<file path="src/sync_pkg.sv">
// package: constants and carrier types for the link sync input control
package sync_pkg;

  localparam logic       SYNC_SEL_SINGLE = 1'b0;
  localparam logic       SYNC_SEL_DIFF   = 1'b1;
  localparam logic       MARKER_ON       = 1'b1;
  localparam int         SYNC_STAGES     = 2;
  localparam logic [1:0] SYNC_RESET_VAL  = 2'h3;
  localparam logic       ENC_8B10B       = 1'b0;
  localparam logic       ENC_64B66B      = 1'b1;

  // static configuration bits
  typedef struct packed {
    logic sync_source_select;
    logic marker_receiver_enable;
    logic encoding_mode;
    logic reference_dc_coupling_enable;
  } sync_cfg_t;

  // raw pin levels, all asynchronous to sys_clk
  typedef struct packed {
    logic single_ended_link_sync_pin_n;
    logic diff_marker_input_pair_n;
    logic sysref;
  } sync_pins_t;

  // requests handed to the transmitter
  typedef struct packed {
    logic cgs_active;
    logic ilas_start;
    logic nco_sync;
    logic sysref_edge;
  } sync_ctl_t;

  typedef enum logic [2:0] {
    ST_IDLE = 3'b001,
    ST_CGS  = 3'b010,
    ST_DATA = 3'b100
  } link_state_t;

endpackage
</file>
<file path="src/link_sync_ctrl.sv">
// link sync request selection and interpretation, plus reference edge detect
`timescale 1ns/1ps

// Contract
// - select 0 takes single-ended low sync pin
// - 64b/66b ignores sync for link start
// - low sync request starts code group sync
// - rising sync request starts lane alignment
// - select 1 takes differential marker pair
// - reference input rising edges time the link
// - marker pair read active low too
// - marker pair honoured only when enabled
module link_sync_ctrl
  import sync_pkg::*;
(
  input  wire logic                 sys_clk,
  input  wire logic                 srst,
  input  wire sync_pkg::sync_cfg_t  cfg,
  input  wire sync_pkg::sync_pins_t pins,
  output sync_pkg::sync_ctl_t       ctl,
  output logic                      sync_req_n
);
  import sync_pkg::*;

  // ************************************
  // state
  // ************************************
  typedef struct packed {
    link_state_t st;
    logic        req_n;
    logic        ref_prev;
    sync_ctl_t   out;
  } state_t;

  state_t     s_q;
  state_t     s_d;
  sync_pins_t pins_s;

  pin_sync #(
    .WIDTH     (3),
    // request pins rest released high and the reference rests low, so no false edge
    .RESET_VAL ({SYNC_RESET_VAL, 1'b0})
  ) u_sync (
    .sys_clk  (sys_clk),
    .srst     (srst),
    .async_in (pins),
    .sync_out (pins_s)
  );

  // ************************************
  // request selection
  // ************************************
  function automatic logic pick_req(input sync_cfg_t c, input sync_pins_t p);
    logic r;
    r = 1'b1;
    if (c.sync_source_select == SYNC_SEL_SINGLE) begin
      r = p.single_ended_link_sync_pin_n;
    end else if (c.marker_receiver_enable == MARKER_ON) begin
      r = p.diff_marker_input_pair_n;
    end
    // disabled marker receiver reads as idle high
    return r;
  endfunction

  logic req_n_now;
  assign req_n_now = pick_req(cfg, pins_s);

  always_comb begin
    s_d                 = s_q;
    s_d.req_n           = req_n_now;
    s_d.ref_prev        = pins_s.sysref;
    s_d.out.ilas_start  = 1'b0;
    s_d.out.nco_sync    = 1'b0;
    s_d.out.sysref_edge = pins_s.sysref & ~s_q.ref_prev;
    if (s_q.req_n & ~req_n_now) begin
      // falling edge still usable for nco alignment in any encoding
      s_d.out.nco_sync = 1'b1;
    end
    if (cfg.encoding_mode == ENC_64B66B) begin
      s_d.st             = ST_DATA;
      s_d.out.cgs_active = 1'b0;
    end else begin
      // a low request seen in data state restarts the link from code group sync
      case (s_q.st)
        ST_IDLE, ST_DATA: begin
          if (!req_n_now) begin
            s_d.st             = ST_CGS;
            s_d.out.cgs_active = 1'b1;
          end
        end
        ST_CGS: begin
          if (req_n_now) begin
            s_d.st             = ST_DATA;
            s_d.out.cgs_active = 1'b0;
            s_d.out.ilas_start = 1'b1;
          end else begin
            s_d.out.cgs_active = 1'b1;
          end
        end
        default: begin
          s_d.st             = ST_IDLE;
          s_d.out.cgs_active = 1'b0;
        end
      endcase
    end
  end

  always_ff @(posedge sys_clk) begin
    if (srst) begin
      s_q <= '{st: ST_IDLE, req_n: 1'b1, ref_prev: 1'b0, out: '0};
    end else begin
      s_q <= s_d;
    end
  end

  assign ctl        = s_q.out;
  assign sync_req_n = s_q.req_n;
endmodule

</file>
<file path="src/pin_sync.sv">
// two flip-flop synchroniser for a vector of pin levels
`timescale 1ns/1ps
module pin_sync #(
  parameter int                 WIDTH = 3,
  parameter logic [WIDTH-1:0]   RESET_VAL = '1
) (
  input  wire logic             sys_clk,
  input  wire logic             srst,
  input  wire logic [WIDTH-1:0] async_in,
  output logic      [WIDTH-1:0] sync_out
);
  logic [WIDTH-1:0] meta_q;

  // first stage is read only by the second stage
  always_ff @(posedge sys_clk) begin
    if (srst) begin
      meta_q   <= RESET_VAL;
      sync_out <= RESET_VAL;
    end else begin
      meta_q   <= async_in;
      sync_out <= meta_q;
    end
  end
endmodule

</file>
<file path="config.mk">
export PLATFORM = sky130hd
export DESIGN_NAME = link_sync_ctrl
export DESIGN_NICKNAME = d
export VERILOG_FILES = /design/src/sync_pkg.sv /design/src/link_sync_ctrl.sv /design/src/pin_sync.sv
export SDC_FILE = /design/constraint.sdc
export NUM_CORES = 1
export LEC_CHECK = 0
export ABC_CLOCK_PERIOD_IN_PS = 1200
export BUFFER_PORTS_ARGS = -buffer_cell sky130_fd_sc_hd__buf_2
export CELL_PAD_IN_SITES_DETAIL_PLACEMENT = 0
export CELL_PAD_IN_SITES_GLOBAL_PLACEMENT = 1
export CORE_MARGIN = 2
export CORE_UTILIZATION = 33
export DETAILED_ROUTE_END_ITERATION = 10
export PLACE_DENSITY = 0.79
export SYNTH_ARGS = -nofsm -noshare
export SYNTH_HDL_FRONTEND = slang
export SYNTH_SLANG_ARGS = --single-unit
</file>
<file path="constraint.sdc">
create_clock -name sys_clk -period 1.2 [get_ports sys_clk]
set_clock_uncertainty 0.15 [all_clocks]
set_input_delay 0.3 -clock sys_clk [delete_from_list [all_inputs] [get_ports sys_clk]]
set_output_delay 0.3 -clock sys_clk [all_outputs]
set_load 0.02 [all_outputs]
</file>
==> impl_metrics.py <==
metrics = {
    "sta": {
        "clock.fmax_mhz": 847,
        "setup_ws_ns": 0.0193,
        "worst_pin_slew_ns": 0.238,
        "finalSetupViolCount": 0,
        "min_period_over_period": 0.984,
        "hold_viol_final": 0,
        "slew_violations": 0,
        "rsz0062_at_grt": "yes",
        "finalCriticalPeriod_ns": 1.18,
        "setup_tns_ns": 0,
        "relSlewSlack": 0.841,
    },
    "cts": {
        "cts_buffer_depth": 2,
        "clk_pin_slew_ns": 0.09,
        "cts.sinks": 15,
        "hold_buffers": 0,
        "cts_inserted_buffers": 3,
        "cts-root-buf": "clkbuf_4",
        "clkLatencyLatePin_ns": 0.28,
        "cts_tree": "built",
        "h-tree-depth": 1,
    },
    "setup_path": {
        "path_buf_inv": 1,
        "cp_max_fo": 2,
        "r2r_slack_ns": 0.02,
        "cp-end-kind": "primary output",
        "rr_startpoint": "s_q[8]",
        "crit_required_ns": 0.75,
        "cp.depth": 1,
        "cp_slowest_cell": "dfxtp_2",
        "reg2reg_depth": 4,
        "max_stage_delay_ns": 0.33,
        "cp_top_family": "flip-flops",
        "critPathLaunchType": "flop",
        "arrival_ns": 0.73,
        "cp-startpoint": "ctl[3]",
        "path_class": "reg -> out",
        "path_cells": "buf_6",
    },
    "grt": {
        "globalRouteMet3Util": 0.0240,
        "grt_most_used_layer": "met2",
        "grt_pass1_wl_mm": 1.70,
        "use_met2": 0.189,
        "grt_max_degree": 14,
        "grt_pass1_vias": 393,
        "antenna_found_initial": 0,
        "track_usage": 0.117,
        "grt_overflow": 0,
        "grt_use_met1": 0.144,
    },
    "min_path": {
        "min_from": "pins[1]",
        "hold_path.class": "in -> reg",
        "hold_depth": 2,
    },
    "routing": {
        "drtIter0Drc": 1,
        "remaining_drc_errors": 0,
        "vias": 419,
        "vias_per_cell": 4.76,
        "antenna_left": 0,
        "first_pass_iters": 2,
        "wire_per_inst_um": 11.1,
        "routed_wl_um": 976,
    },
    "synth": {
        "avgSynthCellArea_um2": 10.4,
        "syn_nets": 63,
        "ys_types": 23,
        "synth.top_cell.area_share": 0.532,
        "synthTopCellsByArea": "dfxtp_1 53%, buf_4 5.3%, nor2_1 4.7%, nor2b_1 4.4%, nor3b_2 4.4%",
        "synth_area_leader_cell": "dfxtp_1",
        "synth_seq_cells": 15,
        "syn_inst": 54,
        "synth_seq_area_share": 0.532,
        "yosysWarnings": 0,
        "syn_area_um2": 564,
    },
    "layout": {
        "diodes": 0,
        "syn_to_final_growth_pct": 33.3,
        "final_area_um2": 752,
        "layout_common_cells": "9 x dfxtp_1, 7 x buf_2, 7 x buf_4, 6 x nor2_1, 5 x buf_6",
        "layout.nets": 82,
        "drive_above_1_share": 0.528,
        "final_common_cell": "dfxtp_1",
    },
    "floorplanning": {
        "ios": 14,
        "fp-row-count": 14,
        "start_util": 0.362,
        "die_area_um2": 2060,
        "die_y_um": 45.4,
        "core-area_um2": 1560,
        "fp.dieW_um": 45.4,
    },
    "placed_design": {
        "dpl_cell_area_um2": 656,
        "gp_congestion": 0.650,
        "hpwl_um": 735,
        "io_buffers": 12,
        "pre_cts_ws_ns": -0.0967,
    },
    "power": {
        "p_total_uw": 892,
        "vdd_drop_max_uv": 618,
        "p_leak_uw": 0.000326,
        "p_per_area_nw_per_um2": 1190,
    },
    "flow_run": {
        "max-cap-violations": 0,
    },
    "status": {
        "status": "finished clean",
    },
}
path summary, 6_finish.rpt:
check / end
worst max-delay path: ctl[3]
worst min-delay path: u_sync.meta_q[1]
worst min register to register: ctl[0]
worst max register to register: s_q[6]
Yosys cell counts, drive strengths merged:
cell     n
nor3b    3
nand3b   1
nor2     7
nand2    1
o21ai    2
o211ai   1
nand2b   1
o311ai   1
xnor2    1
and3b    1
dfxtp   15
a21oi    1
o211a    1
clkbuf   1
inv      1
xor2     1
o221ai   1
nor2b    4
a31o     1
or2      4
buf      4
nor3     1
power breakdown:
part / leakage [uW] / internal (uW) / switching [uW]
clock: 0.0000177 / 124 / 160
sequential: 0.000125 / 513 / 13.6
combinational: 0.000183 / 45.2 / 36.8
total: 0.000326 / 682 / 211
timing repair:
item                                    in CTS  in global routing
setup buffers                                0                  1
gates resized for setup                     12                 11
pin swaps                                    2                  7
endpoints found under the setup margin       4                  7
hold endpoints to repair                     0                  0
cloned                                       0                  0
registers in the layout, summed over array words and instances, names as in the netlist:
register	flops
u_sync.meta_q	3
sync_req_n	1
s_q	4
u_sync.sync_out	3
ctl	4
final cells by class:
class / count / area [um2]
fillers: 141 / 807
flip-flops and latches: 15 / 315
multi-input cells: 33 / 241
repair buffers: 19 / 144
clock buffers: 3 / 22.5
well taps: 16 / 20.0
clock inverters: 1 / 5.00
inverters: 1 / 3.75
stage by stage:
step	hold slack [ns]	utilization	instances
after floorplan	0.217	-	54
after global placement	0.221	0.421	83
after detailed placement	0.226	0.421	83
after CTS	0.0400	0.460	87
after global routing	0.0482	0.482	88
final	0.0451	0.482	88
per-layer routing:
metal	vias up	routed length (um)	share of wire
met3	2	43	0.044
met4	0	6	0.0061
met5	-	0	0
li1	216	-	-
met2	10	465	0.48
met1	191	460	0.47
cells by family (layout without fill, tap and decap cells):
logic type | after synthesis | count (layout) | synth area share
AND/OR/NAND/NOR | 23 | 23 | 0.248
flip-flops | 15 | 15 | 0.532
AO/OA/AOI/OAI | 8 | 8 | 0.122
buffers and inverters | 6 | 24 | 0.0665
XOR/XNOR | 2 | 2 | 0.0310
(Power assumes the default switching activity.)
